===== config.mk =====
export PLATFORM = sky130hd
export DESIGN_NAME = sas_sequencer
export DESIGN_NICKNAME = d
export VERILOG_FILES = /design/src/hw/sas_pkg.sv /design/src/hw/sas_sequencer.sv
export SDC_FILE = /design/constraint.sdc
export NUM_CORES = 1
export LEC_CHECK = 0
export ABC_AREA = 1
export BUFFER_PORTS_ARGS = -buffer_cell sky130_fd_sc_hd__buf_2
export CORE_AREA = 2 2 64 66
export DETAILED_ROUTE_END_ITERATION = 10
export DIE_AREA = 0 0 66 68
export GPL_TIMING_DRIVEN = 0
export HOLD_SLACK_MARGIN = 0.03
export PLACE_DENSITY_LB_ADDON = 0.2
export SYNTH_ARGS = -nofsm -noshare
export SYNTH_HDL_FRONTEND = slang
export SYNTH_SLANG_ARGS = --single-unit

===== constraint.sdc =====
create_clock -name sys_clk -period 1.6 [get_ports sys_clk]
set_input_delay 0.32 -clock sys_clk [delete_from_list [all_inputs] [get_ports sys_clk]]
set_output_delay 0.32 -clock sys_clk [all_outputs]
set_load 0.005 [all_outputs]

===== src/hw/sas_pkg.sv =====
/*
  Constants for the 8-bit successive-approximation sequencer.
  Assumes a CPU-side register port with one-cycle read and write strobes.
*/
package sas_pkg;
    // -----------------------------------------------------------------
    // Register layout
    // -----------------------------------------------------------------
    localparam int CSR_DONE_BIT = 7;
    localparam int CSR_ON_BIT = 5;
    localparam int CSR_CH_LSB = 0;
    localparam int CSR_CH_W = 4;
    localparam logic [7:0] CSR_RESET = 8'h00;
    localparam logic [7:0] RESULT_RESET = 8'h00;
    localparam logic [7:0] CSR_WRITE_MASK = 8'h2f;
    // -----------------------------------------------------------------
    // Timing, in converter clocks (one per two sys_clk)
    // -----------------------------------------------------------------
    localparam int CONV_CLOCKS = 12;
    localparam int APPROX_CLOCKS = 8;
    localparam int LOAD_CLOCKS = CONV_CLOCKS - APPROX_CLOCKS;
    localparam int CPU_PER_CONV_CLK = 2;
    localparam logic [3:0] LOAD_LAST = 4'(LOAD_CLOCKS - 1);
    localparam logic [3:0] APPROX_LAST = 4'(APPROX_CLOCKS - 1);
    // Trial code at the start of approximation: MSB set only
    localparam logic [7:0] TRIAL_START = 8'h80;
    // -----------------------------------------------------------------
    // States
    // -----------------------------------------------------------------
    typedef enum logic [1:0] {
        SAS_OFF = 2'b00,
        SAS_LOAD = 2'b01,
        SAS_APPROX = 2'b11
    } sas_state_t;
endpackage


===== src/hw/sas_sequencer.sv =====
/*
  Sequencer for an 8-bit SAR converter: control/status and result registers,
  multiplexer select, sample switch, trial code and comparator sampling.
  Assumes the analog side settles the comparator within one sys_clk.
*/
`timescale 1ns/1ps
module sas_sequencer import sas_pkg::*; #(
    parameter int CHANNELS = 16
) (
    input wire logic sys_clk,          // 40 MHz CPU clock
    input wire logic reset,            // Synchronous, active high
    input wire logic csr_wr,           // Control/status write strobe
    input wire logic [7:0] csr_wdata,  // Control/status write data
    input wire logic result_rd,        // Result register read strobe
    input wire logic comp_high,        // Comparator: input at or above trial level
    output logic [7:0] csr_rdata,      // Control/status read value
    output logic [7:0] result_register,// Last completed code
    output logic [3:0] mux_select,     // Analog multiplexer channel
    output logic sample_connect,       // Sample capacitor to input pin
    output logic [7:0] trial_code,     // Code driven to the comparison DAC
    output logic converter_power       // Analog power enable
);
    // -----------------------------------------------------------------
    // Control bits
    // -----------------------------------------------------------------
    logic converter_on;
    logic [3:0] channel_select;
    logic conversion_done_flag;
    logic phase;
    logic [3:0] step;
    logic [7:0] code;
    sas_state_t state;
    sas_state_t next_state;
    logic conv_tick;
    logic restart;
    logic finish;
    logic load_end;
    logic [2:0] decide_bit;
    logic [7:0] next_code;

    assign conv_tick = phase;
    // A write with the on bit set aborts the running conversion and starts anew
    assign restart = csr_wr && csr_wdata[CSR_ON_BIT];
    // Last approximation tick of a conversion that is still switched on
    assign finish = converter_on && conv_tick && state == SAS_APPROX && step == APPROX_LAST;
    assign load_end = conv_tick && state == SAS_LOAD && step == LOAD_LAST;

    always_ff @(posedge sys_clk) begin
        if (reset) begin
            converter_on <= CSR_RESET[CSR_ON_BIT];
        end else if (csr_wr) begin
            converter_on <= csr_wdata[CSR_ON_BIT];
        end
    end

    always_ff @(posedge sys_clk) begin
        if (reset) begin
            channel_select <= CSR_RESET[CSR_CH_LSB +: CSR_CH_W];
        end else if (csr_wr) begin
            channel_select <= csr_wdata[CSR_CH_LSB +: CSR_CH_W];
        end
    end

    // -----------------------------------------------------------------
    // Conversion-done flag
    // -----------------------------------------------------------------
    // Set wins over clear; a restarting write suppresses the set
    always_ff @(posedge sys_clk) begin
        if (reset) begin
            conversion_done_flag <= CSR_RESET[CSR_DONE_BIT];
        end else if (finish && !restart) begin
            conversion_done_flag <= 1'b1;
        end else if (csr_wr || result_rd) begin
            conversion_done_flag <= 1'b0;
        end
    end

    // -----------------------------------------------------------------
    // Converter clock: sys_clk divided by two
    // -----------------------------------------------------------------
    // Cleared by a restart so every conversion starts on the same phase
    always_ff @(posedge sys_clk) begin
        if (reset || restart || !converter_on) begin
            phase <= 1'b0;
        end else begin
            phase <= ~phase;
        end
    end

    // -----------------------------------------------------------------
    // Sequencer state
    // -----------------------------------------------------------------
    always_ff @(posedge sys_clk) begin
        if (reset) begin
            state <= SAS_OFF;
        end else if (restart) begin
            state <= SAS_LOAD;
        end else if (!converter_on) begin
            state <= SAS_OFF;
        end else if (conv_tick) begin
            state <= next_state;
        end
    end

    // Phase changes other than restart and switch-off are applied only on converter ticks
    always_comb begin
        next_state = state;
        case (state)
            SAS_OFF: begin
                next_state = SAS_LOAD;
            end
            SAS_LOAD: begin
                if (step == LOAD_LAST) begin
                    next_state = SAS_APPROX;
                end
            end
            SAS_APPROX: begin
                if (step == APPROX_LAST) begin
                    next_state = SAS_LOAD;
                end
            end
            default: begin
                next_state = SAS_OFF;
            end
        endcase
    end

    // Step counts converter ticks within the current phase
    always_ff @(posedge sys_clk) begin
        if (reset || restart || !converter_on) begin
            step <= 4'h0;
        end else if (conv_tick) begin
            if (next_state != state) begin
                step <= 4'h0;
            end else begin
                step <= step + 4'h1;
            end
        end
    end

    // -----------------------------------------------------------------
    // Trial code, decided MSB first
    // -----------------------------------------------------------------
    // Bit under test walks from 7 down to 0
    assign decide_bit = 3'(APPROX_LAST - step);
    for (genvar i = 0; i < 8; i++) begin : g_code_bit
        // Keep the tested bit if the comparator agrees, then try the bit below
        assign next_code[i] = (decide_bit == 3'(i)) ? (code[i] & comp_high) :
            (step != APPROX_LAST && decide_bit == 3'(i + 1)) ? 1'b1 : code[i];
    end

    always_ff @(posedge sys_clk) begin
        if (reset || restart || !converter_on) begin
            code <= TRIAL_START;
        end else if (load_end) begin
            code <= TRIAL_START;
        end else if (conv_tick && state == SAS_APPROX) begin
            code <= next_code;
        end
    end

    // -----------------------------------------------------------------
    // Result register
    // -----------------------------------------------------------------
    // Final code: all kept bits, last decided by comparator (FFh/00h at rails)
    always_ff @(posedge sys_clk) begin
        if (reset) begin
            result_register <= RESULT_RESET;
        end else if (finish && !restart) begin
            result_register <= {code[7:1], comp_high};
        end
    end

    // -----------------------------------------------------------------
    // Analog-facing outputs, registered
    // -----------------------------------------------------------------
    // Channel numbers beyond the fitted inputs fall back to input 0
    always_ff @(posedge sys_clk) begin
        if (reset) begin
            mux_select <= 4'h0;
        end else begin
            mux_select <= (32'(channel_select) < CHANNELS) ? channel_select : 4'h0;
        end
    end

    // Switch opens during approximation and stays open when off
    always_ff @(posedge sys_clk) begin
        if (reset) begin
            sample_connect <= 1'b0;
        end else begin
            sample_connect <= converter_on && !restart && state == SAS_LOAD;
        end
    end

    // One sys_clk behind the internal code; the analog side settles in that time
    always_ff @(posedge sys_clk) begin
        if (reset) begin
            trial_code <= 8'h00;
        end else begin
            trial_code <= code;
        end
    end

    always_ff @(posedge sys_clk) begin
        if (reset) begin
            converter_power <= 1'b0;
        end else begin
            converter_power <= converter_on;
        end
    end

    // -----------------------------------------------------------------
    // Control/status read-back
    // -----------------------------------------------------------------
    always_ff @(posedge sys_clk) begin
        if (reset) begin
            csr_rdata <= CSR_RESET;
        end else begin
            csr_rdata <= {conversion_done_flag, 1'b0, converter_on, 1'b0, channel_select};
        end
    end
endmodule // sas_sequencer


==> run summary, run 1 <==
Fin Clk Skew: 0.00608 ns
CP max stage delay: 0.45 ns
Ys async rst share: 0%
CTS H-tree lvls: 2
Die H: 68 microns
Max Root-Sink Buffers: 2
Total CTS buffers: 5
Routed length on met1: 1710 microns
Met3 wire length: 150 microns
Levels on crit path: 7
Setup tns final: 0 ns
Compound-Gate Fraction of Synth Area: 7.50%
CP Data Arrival Time: 1.71 ns
CP delay by family, top: flip-flops
Share of cells above drive strength 1: 21.6%
Crit path max fanout: 9
Cts hold-fix bufs: 0
Highest Clock Rate: 677 MHz
WP buf/inv: 2
Total Routing Usage GR: 18.0%
Setup bufs post-CTS: 0
Hpwl dp: 2700 microns
Synth Area in Simple Gates: 31.4%
Sequential area share after synthesis: 45.5%
Clock root cell: clkbuf_8
Starting Density: 50.2%
Startpoint types: register
DIE WIDTH: 66 microns
Number of warnings issued by yosys: 0
Max-cap violations: 0
Clock-pin slew on the worst setup and hold paths: 0.08 ns
Launch point of the worst reg-to-reg path: step[1]
Post-synth cell types: 29
Gate Count Post-Synth: 256
Final setup violation count: 0
Status: finished clean
Total vias in the final route: 1630
Worst Setup End Kind: register
DRT Wirelength: 3610 microns
Synth Area in XOR/XNOR: 0%
Critical path endpoint: result_register[3]
CTS tree: built
RSZ-0062 raised after global routing: no
Total global routing overflow: 0
Routed vias/inst: 4.64
Reg2reg end: result_register[3]
Req. time, crit path: 1.83 ns
Most frequent cells in the layout: 53 x nand2_1, 44 x dfxtp_1, 40 x nor2_1
Final Core Density: 59.4%
Slew Limit Fails: 0
DR top layer: met4
Final min period: 1.48 ns
CP startpoint: step[1]
Critical path's slowest cell: dfxtp_1
R2R cell count: 7
TritonRoute pass-1 iters: 4
Leakage dissipation: 0.00115 uW
Critical Path, Cell by Cell: ha_1 -> nand3_2 -> inv_2 -> nand2_4 -> clkinv_4 -> nor2_1 -> nor2_1
Worst VDD drop: 0.717 mV
DRT antenna net count: 0
Buffers on Ports: 36
Hold Path Class: in -> reg
PostCTS Resize Cnt: 0
Vias in the first global route: 1432
Final GP Congestion: 0.861
#FFs+latches synth: 44
Metal2 WL: 1700 microns
Antenna violations before repair: 0
Layout Nets: 319
First-pass GRT wire length: 6170 microns
Setup CP Type: reg -> reg
# diodes: 0
Syn_area_per_cell: 7.56 sq um
I/O pins: 43
Mux contribution to synthesized area: 0%
Synth-to-Final Area Change: 18.3%
Post-synth EDFFs: 0
Largest net degree at the start of global routing: 14
Top cell by count, worst path: nor2_1
Fin crit share: 92.3%
Initial DRC count: 81
Site Rows: 23
Synth Flop Type: dfxtp_1
Total clock sinks: 44
Worst-Skew Late Latency: 0.29 ns
Drt wl/cell: 10.3 microns
Number of failing hold endpoints at the final stage: 0
R2R Setup Slk: 0.12 ns
Commonest non-fill, non-tap cell in the layout: nand2_1
Cell Pwr Density: 894 nW/um^2
Die area: 4490 sq um
Post-Synth Adder-Cell Area: 3.88%
CORE AREA: 3860 sq um
Main combinational cell family by area after synthesis: simple AND/OR/NAND/NOR gates
Cell Area, Synth: 1940 sq um
# DRC: 0
[worst register-to-register path: cells and delay by family (launching register included)]
family	cells	cell delay, ns
adders and majority gates	1	0.31
and+or+nand+nor	4	0.39
DFF	1	0.45
buffers and inverters	2	0.28
[registers in the layout, summed over array words and instances (netlist names)]
| name | cells |
|---|---|
| code | 8 |
| result_register | 8 |
| trial_code | 8 |
| channel_select | 4 |
| step | 4 |
| csr_rdata | 3 |
| mux_select | 3 |
| state | 2 |
| conv_tick | 1 |
| conversion_done_flag | 1 |
| converter_on | 1 |
| sample_connect | 1 |
[cell usage after synthesis (2+ instances only)]
library cell	instances	share of area [%]
nand2_1	53	10
inv_2	2	0.39
nor2_4	2	1.2
o21ai_0	13	3.4
inv_1	32	6.2
nor2_1	40	7.8
nand3_1	24	6.2
nor3_1	2	0.52
a21oi_1	9	2.3
nor2_8	2	2.1
nand3b_1	2	0.78
dfxtp_1	44	46
a21boi_0	2	0.78
buf_4	7	2.7
buf_2	3	0.78
ha_1	6	3.9
[cell families (layout without fill, tap and decap cells)]
family          Yosys count  after routing
flops                    44             44
other cells               1              2
compound gates           27             27
buf+inv                  48             92
simple gates            130            130
fa+ha+maj                 6              6
[area by class of cell]
cell class / count / area [sq um]
inverter: 36 / 140
clock inverter: 2 / 35.0
timing repair buffer: 36 / 180
tap: 50 / 62.6
buffer: 12 / 82.6
clock buffer: 6 / 72.6
sequential: 44 / 881
fill: 369 / 1570
multi-input combinational: 165 / 836
[per-stage QoR]
stage | power [uW] | std cells | hold slack [ns] | area, sq um | worst slack, ns
final | 2050 | 351 | 0.237 | 2290 | 0.123
after global routing | 2140 | 351 | 0.237 | 2290 | 0.00975
after CTS | 2070 | 351 | 0.232 | 2290 | 0.105
after detailed placement | 1250 | 343 | 0.417 | 2180 | 0.138
after global placement | 1250 | 343 | 0.409 | 2180 | 0.151
after floorplan | 1210 | 257 | 0.403 | 1940 | 0.347
[layer usage]
layer  up-vias  track usage (%)
met5         -                0
met2        29             29.7
met3         6             5.43
met4         0             6.89
met1       723             22.1
li1        872                -
[worst min-delay path by stage]
stage	startpoint	endpoint	slack, ns	cells past startpoint
floorplan	conversion_done_flag	csr_rdata[7]	0.40	2
global placement	conversion_done_flag	csr_rdata[7]	0.41	2
detailed placement	conversion_done_flag	csr_rdata[7]	0.42	2
CTS	reset	trial_code[0]	0.23	2
global route	reset	csr_rdata[3]	0.24	2
finish	reset	trial_code[0]	0.24	2
[power breakdown]
group	internal [uW]	switching, uW	total, uW
Combinational	44.5	61.7	106
Clock	463	357	820
Sequential	1110	7.67	1120
Note: power is estimated with default switching activity, not from simulation.
==> run 2: changes to the inputs <==
--- a/config.mk
+++ b/config.mk
@@ -7,9 +7,10 @@
 export LEC_CHECK = 0
 export ABC_AREA = 1
 export BUFFER_PORTS_ARGS = -buffer_cell sky130_fd_sc_hd__buf_2
-export CORE_AREA = 2 2 64 66
+export CORE_AREA = 2 2 63 65
+export CTS_BUF_LIST = sky130_fd_sc_hd__clkbuf_2
 export DETAILED_ROUTE_END_ITERATION = 10
-export DIE_AREA = 0 0 66 68
+export DIE_AREA = 0 0 65 67
 export GPL_TIMING_DRIVEN = 0
 export HOLD_SLACK_MARGIN = 0.03
 export PLACE_DENSITY_LB_ADDON = 0.2
==> constraint.sdc (replaced) <==
create_clock -name sys_clk -period 1.4 [get_ports sys_clk]
set_input_delay 0.28 -clock sys_clk [delete_from_list [all_inputs] [get_ports sys_clk]]
set_output_delay 0.28 -clock sys_clk [all_outputs]
set_load 0.005 [all_outputs]
==> run 2 against run 1 <==
Compared with the run above: critical path type unchanged; sequential share of layout area grew 0.24 points; global-route usage increased by 0.19 points; clock power down 12%; fmax grew 11%; core utilization grew 4.3 points; die area decreased by 3.0%; combinational power up 17%; critical endpoint is now code[3]; non-clock buffer count rose by 1; flip-flop and latch count did not move; count of clock-buffer cells in the layout fell by 1.
==> run summary, run 2 (same netlist as run 1, synthesis figures left out) <==
Fin Hold WS: 0.107 ns (-0.130 ns)
Drt wl/cell: 10.2 microns (-0.30%)
Total CTS buffers: 5 (unchanged)
I/O pins: 43 (unchanged)
Total clock sinks: 44 (unchanged)
Final min period: 1.33 ns (-0.152 ns)
Die H: 67 microns (-1.5%)
Starting Density: 53.7% (+3.5 points)
First-pass GRT wire length: 6050 microns (-1.9%)
# diodes: 0 (unchanged)
Number of failing hold endpoints at the final stage: 0 (unchanged)
Max Root-Sink Buffers: 2 (unchanged)
Final GP Congestion: 0.854 (-0.81%)
Crit path max fanout: 9 (unchanged)
DRT antenna net count: 0 (unchanged)
Setup bufs post-CTS: 0 (unchanged)
RSZ-0062 raised after global routing: yes
Initial DRC count: 82 (+1.2%)
Highest Clock Rate: 755 MHz (+11%)
CTS H-tree lvls: 2 (unchanged)
Share of cells above drive strength 1: 23.5% (+1.9 points)
Largest net degree at the start of global routing: 15 (+1)
CORE AREA: 3610 sq um (-6.5%)
Leakage dissipation: 0.00114 uW (-1.2%)
Hpwl dp: 2680 microns (-0.90%)
Clock root cell: clkbuf_2
Slew Limit Fails: 0 (unchanged)
CP max stage delay: 0.37 ns (-0.08 ns)
DRT Wirelength: 3580 microns (-0.58%)
Critical path's slowest cell: dfxtp_1
Final Core Density: 63.6% (+4.3 points)
Setup tns final: 0 ns (unchanged)
Commonest non-fill, non-tap cell in the layout: nand2_1
Cell Pwr Density: 927 nW/um^2 (+3.7%)
Worst Setup End Kind: register
# DRC: 0 (unchanged)
Startpoint types: register
Routed vias/inst: 4.79 (+3.1%)
Hold Path Class: in -> reg
Max-cap violations: 0 (unchanged)
Req. time, crit path: 1.77 ns (-0.06 ns)
Setup CP Type: reg -> reg
Die area: 4360 sq um (-3.0%)
Critical Path, Cell by Cell: clkbuf_4 -> inv_4 -> ha_1 -> nand2_1 -> nand3b_1 -> nand2_1 -> nand2_1 -> nor2_1
Final setup violation count: 0 (unchanged)
Top cell by count, worst path: nand2_1
Total vias in the final route: 1675 (+2.8%)
Most frequent cells in the layout: 53 x nand2_1, 42 x dfxtp_1, 40 x nor2_1
CTS tree: built
Layout Nets: 320 (+0.31%)
Worst VDD drop: 0.413 mV (-42%)
Worst-Skew Late Latency: 0.42 ns (+0.13 ns)
Clock-pin slew on the worst setup and hold paths: 0.24 ns (+0.16 ns)
WP buf/inv: 2 (unchanged)
Total Routing Usage GR: 18.1% (+0.19 points)
TritonRoute pass-1 iters: 6 (+2)
Buffers on Ports: 36 (unchanged)
Status: finished clean
Antenna violations before repair: 0 (unchanged)
DIE WIDTH: 65 microns (-1.5%)
Synth-to-Final Area Change: 18.6%
Site Rows: 22 (-4.3%)
Fin crit share: 94.7% (+2.3 points)
Vias in the first global route: 1450 (+1.3%)
CP Data Arrival Time: 1.69 ns (-0.02 ns)
Fin Clk Skew: 0.0190 ns (+0.0129 ns)
Total global routing overflow: 0 (unchanged)
CP delay by family, top: simple AND/OR/NAND/NOR gates
Largest regs: code x8, result_register x8, trial_code x8
-- run 2: cell count changes in the layout (fill, tap and decap cells not counted), sizes merged --
cell and delta:
inv -1, dlygate4sd3 +1, buf -1, clkinv +1
clkinvlp +1
-- run 2: metrics by stage --
stage / total power, uW / setup WS, ns / instance area, sq um / std cells
floorplan: 1390 / 0.147 / 1940 / 257
global route: 2210 / -0.00588 / 2290 / 350
CTS: 2140 / 0.00121 / 2250 / 349
finish: 2130 / 0.0746 / 2290 / 350
global placement: 1430 / -0.0452 / 2180 / 341
detailed placement: 1430 / -0.0687 / 2180 / 341
-- run 2: repair_timing --
item                                   in CTS  in global routing
cloned                                      0                  0
hold buffers                                0                  1
endpoints found under the hold margin       0                  1
resized for setup                           4                  9
setup endpoints to repair                  15                 12
-- run 2: routing by layer --
metal	vias to the layer above	part of all wire [%]	track usage, %
met1	742	47	21.1
met2	43	47	32.1
met4	0	1.6	7.98
li1	879	-	-
met3	11	4.7	3.72
met5	-	0	0
-- run 2: tightest hold or removal path: stages --
cell	delay, ns
buf_2	0.07
nand3b_1	0.09
a21oi_1	0.06
-- run 2: report_power, final --
group	leakage, uW	total, uW	internal (uW)	switching [uW]
Combinational	0.000739	124	52.6	71.0
Sequential	0.000359	1280	1270	8.60
Clock	0.0000390	722	298	425
Total	0.00114	2130	1620	504
-- run 2: worst paths after layout --
path,endpoint,slack [ns],cells past startpoint,startpoint
worst max-delay path,code[3],0.07,8,step[2]
worst min-delay path,conversion_done_flag,0.11,3,result_rd
worst max register to register,code[3],0.07,8,step[2]
worst min register to register,csr_rdata[7],0.44,2,conversion_done_flag
-- run 2: area by class of cell --
type / count / area (sq um)
Multi-Input combinational cell: 165 / 856
Fill cell: 334 / 1310
Tap cell: 48 / 60.1
Inverter: 36 / 148
Clock buffer: 5 / 25.0
Buffer: 12 / 85.1
Timing Repair Buffer: 37 / 190
Clock inverter: 3 / 42.5
Sequential cell: 44 / 888
==> run 3: changes to the inputs <==
--- a/config.mk
+++ b/config.mk
@@ -13,7 +13,7 @@
 export DIE_AREA = 0 0 65 67
 export GPL_TIMING_DRIVEN = 0
 export HOLD_SLACK_MARGIN = 0.03
-export PLACE_DENSITY_LB_ADDON = 0.2
+export PLACE_DENSITY = 0.86
 export SYNTH_ARGS = -nofsm -noshare
 export SYNTH_HDL_FRONTEND = slang
 export SYNTH_SLANG_ARGS = --single-unit
==> run 3 against run 2 <==
Compared with the run above: first-iteration DRC count grew 23%; clock power shrank 3.5%; via count grew 2.3%; global-route usage grew 0.97 points; setup slack lost 0.033 ns; core utilization shrank 0.10 points; final cell count is the same; highest routed layer unchanged.
==> run summary, run 3 (same netlist as run 1, synthesis figures left out) <==
Most frequent cells in the layout: 53 x nand2_1, 42 x dfxtp_1, 40 x nor2_1
Highest Clock Rate: 736 MHz (-2.4%)
CORE AREA: 3610 sq um (unchanged)
Metal2 WL: 1950 microns (+16%)
Startpoint types: register
DRT antenna net count: 0 (unchanged)
Fin worst setup slack: 0.0419 ns (-0.0327 ns)
Critical path's slowest cell: dfxtp_1
Cell Pwr Density: 917 nW/um^2 (-1.0%)
Critical Path, Cell by Cell: buf_4 -> clkinvlp_4 -> ha_1 -> nor2_1 -> nand3_1 -> o21ai_0
Buffers on Ports: 36 (unchanged)
Max Root-Sink Buffers: 2 (unchanged)
Site Rows: 22 (unchanged)
WHS Endpoint: trial_code[0]
Layout Nets: 320 (unchanged)
Clock-pin slew on the worst setup and hold paths: 0.21 ns (-0.03 ns)
Total global routing overflow: 0 (unchanged)
Worst-Skew Late Latency: 0.41 ns (about the same)
Total CTS buffers: 5 (unchanged)
WP buf/inv: 2 (unchanged)
First-pass GRT wire length: 6380 microns (+5.5%)
Total vias in the final route: 1713 (+2.3%)
Clock root cell: clkbuf_2
Largest net degree at the start of global routing: 14 (-1)
Final Core Density: 63.5% (-0.10 points)
Crit path max fanout: 9 (unchanged)
Initial DRC count: 101 (+23%)
Reg2reg end: step[2]
CP delay by family, top: flip-flops
Final GP Congestion: 0.845 (-0.96%)
TritonRoute pass-1 iters: 4 (-2)
# diodes: 0 (unchanged)
Setup tns final: 0 ns (unchanged)
Synth-to-Final Area Change: 18.4%
Leakage dissipation: 0.00114 uW (+0.24%)
Vias in the first global route: 1512 (+4.3%)
Hold depth: 2 (-1)
Number of failing hold endpoints at the final stage: 0 (unchanged)
Req. time, crit path: 1.76 ns (about the same)
Post-Place Setup Slack: -0.0588 ns (+0.00987 ns)
Total clock sinks: 44 (unchanged)
DIE WIDTH: 65 microns (unchanged)
Hold Path Class: in -> reg
Worst VDD drop: 0.458 mV (+11%)
Fin Clk Skew: 0.0194 ns (+0.000367 ns)
Die area: 4360 sq um (unchanged)
Routed vias/inst: 4.89 (+2.3%)
R2R Setup Slk: 0.04 ns (-0.03 ns)
CP Data Arrival Time: 1.71 ns (+0.02 ns)
R2R cell count: 6 (-2)
Commonest non-fill, non-tap cell in the layout: nand2_1
Total Routing Usage GR: 19.1% (+0.97 points)
Die H: 67 microns (unchanged)
Hpwl dp: 2830 microns (+5.6%)
CTS H-tree lvls: 2 (unchanged)
# DRC: 0 (unchanged)
CTS tree: built
RSZ-0062 raised after global routing: yes
Max-cap violations: 0 (unchanged)
Setup CP Type: reg -> reg
Met3 wire length: 184 microns (+8.2%)
Drt wl/cell: 10.9 microns (+6.6%)
Largest regs: code x8, result_register x8, trial_code x8
CP max stage delay: 0.38 ns (about the same)
Fin Hold WS: 0.0579 ns (-0.0490 ns)
Dpl cells: 341 (unchanged)
Worst Setup End Kind: register
Slew Limit Fails: 0 (unchanged)
Routed length on met1: 1580 microns (-5.3%)
Status: finished clean
Fin crit share: 97.0% (+2.3 points)
Starting Density: 53.7% (unchanged)
DR top layer: met4
Final min period: 1.36 ns (+0.0327 ns)
I/O pins: 43 (unchanged)
Final setup violation count: 0 (unchanged)
Launch point of the worst reg-to-reg path: step[2]
Hold Startpoint: reset
Non-Filler Instances: 350 (unchanged)
Antenna violations before repair: 0 (unchanged)
DRT Wirelength: 3820 microns (+6.6%)
Share of cells above drive strength 1: 23.8% (+0.33 points)
==> run 3: final cells by class <==
class / count / area (sq um)
Fill cell: 324 / 1320
Multi-Input combinational cell: 165 / 858
Tap cell: 48 / 60.1
Timing Repair Buffer: 37 / 188
Buffer: 12 / 85.1
Clock buffer: 6 / 30.0
Inverter: 36 / 146
Clock inverter: 2 / 35.0
Sequential cell: 44 / 888
==> run 3: per-stage QoR <==
stage,power [uW],cell area [sq um]
after floorplan,1390,1940
after global routing,2190,2290
final,2100,2290
after global placement,1430,2180
after detailed placement,1430,2180
after CTS,2130,2250
==> run 3: worst reg2reg max path: cells and delay by family, from the launching register on <==
family	cells	cell delay, ns
flip-flops	1	0.38
buffers and inverters	2	0.31
adder cells (fa/ha/maj)	1	0.30
AND/OR/NAND/NOR	2	0.25
AO/OA/AOI/OAI	1	0.07
==> run 3: power breakdown <==
group          internal, uW  switching [uW]  total, uW  leakage, uW
registers              1270            9.23       1280     0.000359
logic                  50.8            72.8        124     0.000738
clock network           307             389        697    0.0000430
total                  1630             472       2100      0.00114
==> run 3: worst max path at each step <==
stage / from / endpoint / slack (ns) / cells after the start
final: step[2] / step[2] / 0.04 / 6
after CTS: step[1] / result_register[0] / 0.009 / 7
after global placement: step[1] / result_register[6] / -0.02 / 7
after floorplan: step[1] / code[0] / 0.15 / 6
after detailed placement: step[1] / result_register[0] / -0.06 / 7
after global routing: step[1] / code[2] / -0.009 / 9
==> run 3: routing by layer <==
metal | up-vias | track usage, %
met3 | 14 | 5.07
met4 | 0 | 9.04
met5 | - | 0
met2 | 50 | 33.9
met1 | 773 | 21.2
li1 | 876 | -
==> run 3: timing repair <==
action	4_1_cts	5_1_grt
endpoints found under the setup margin	14	11
hold buffers	0	0
setup buffers	0	1
gates resized for setup	4	7
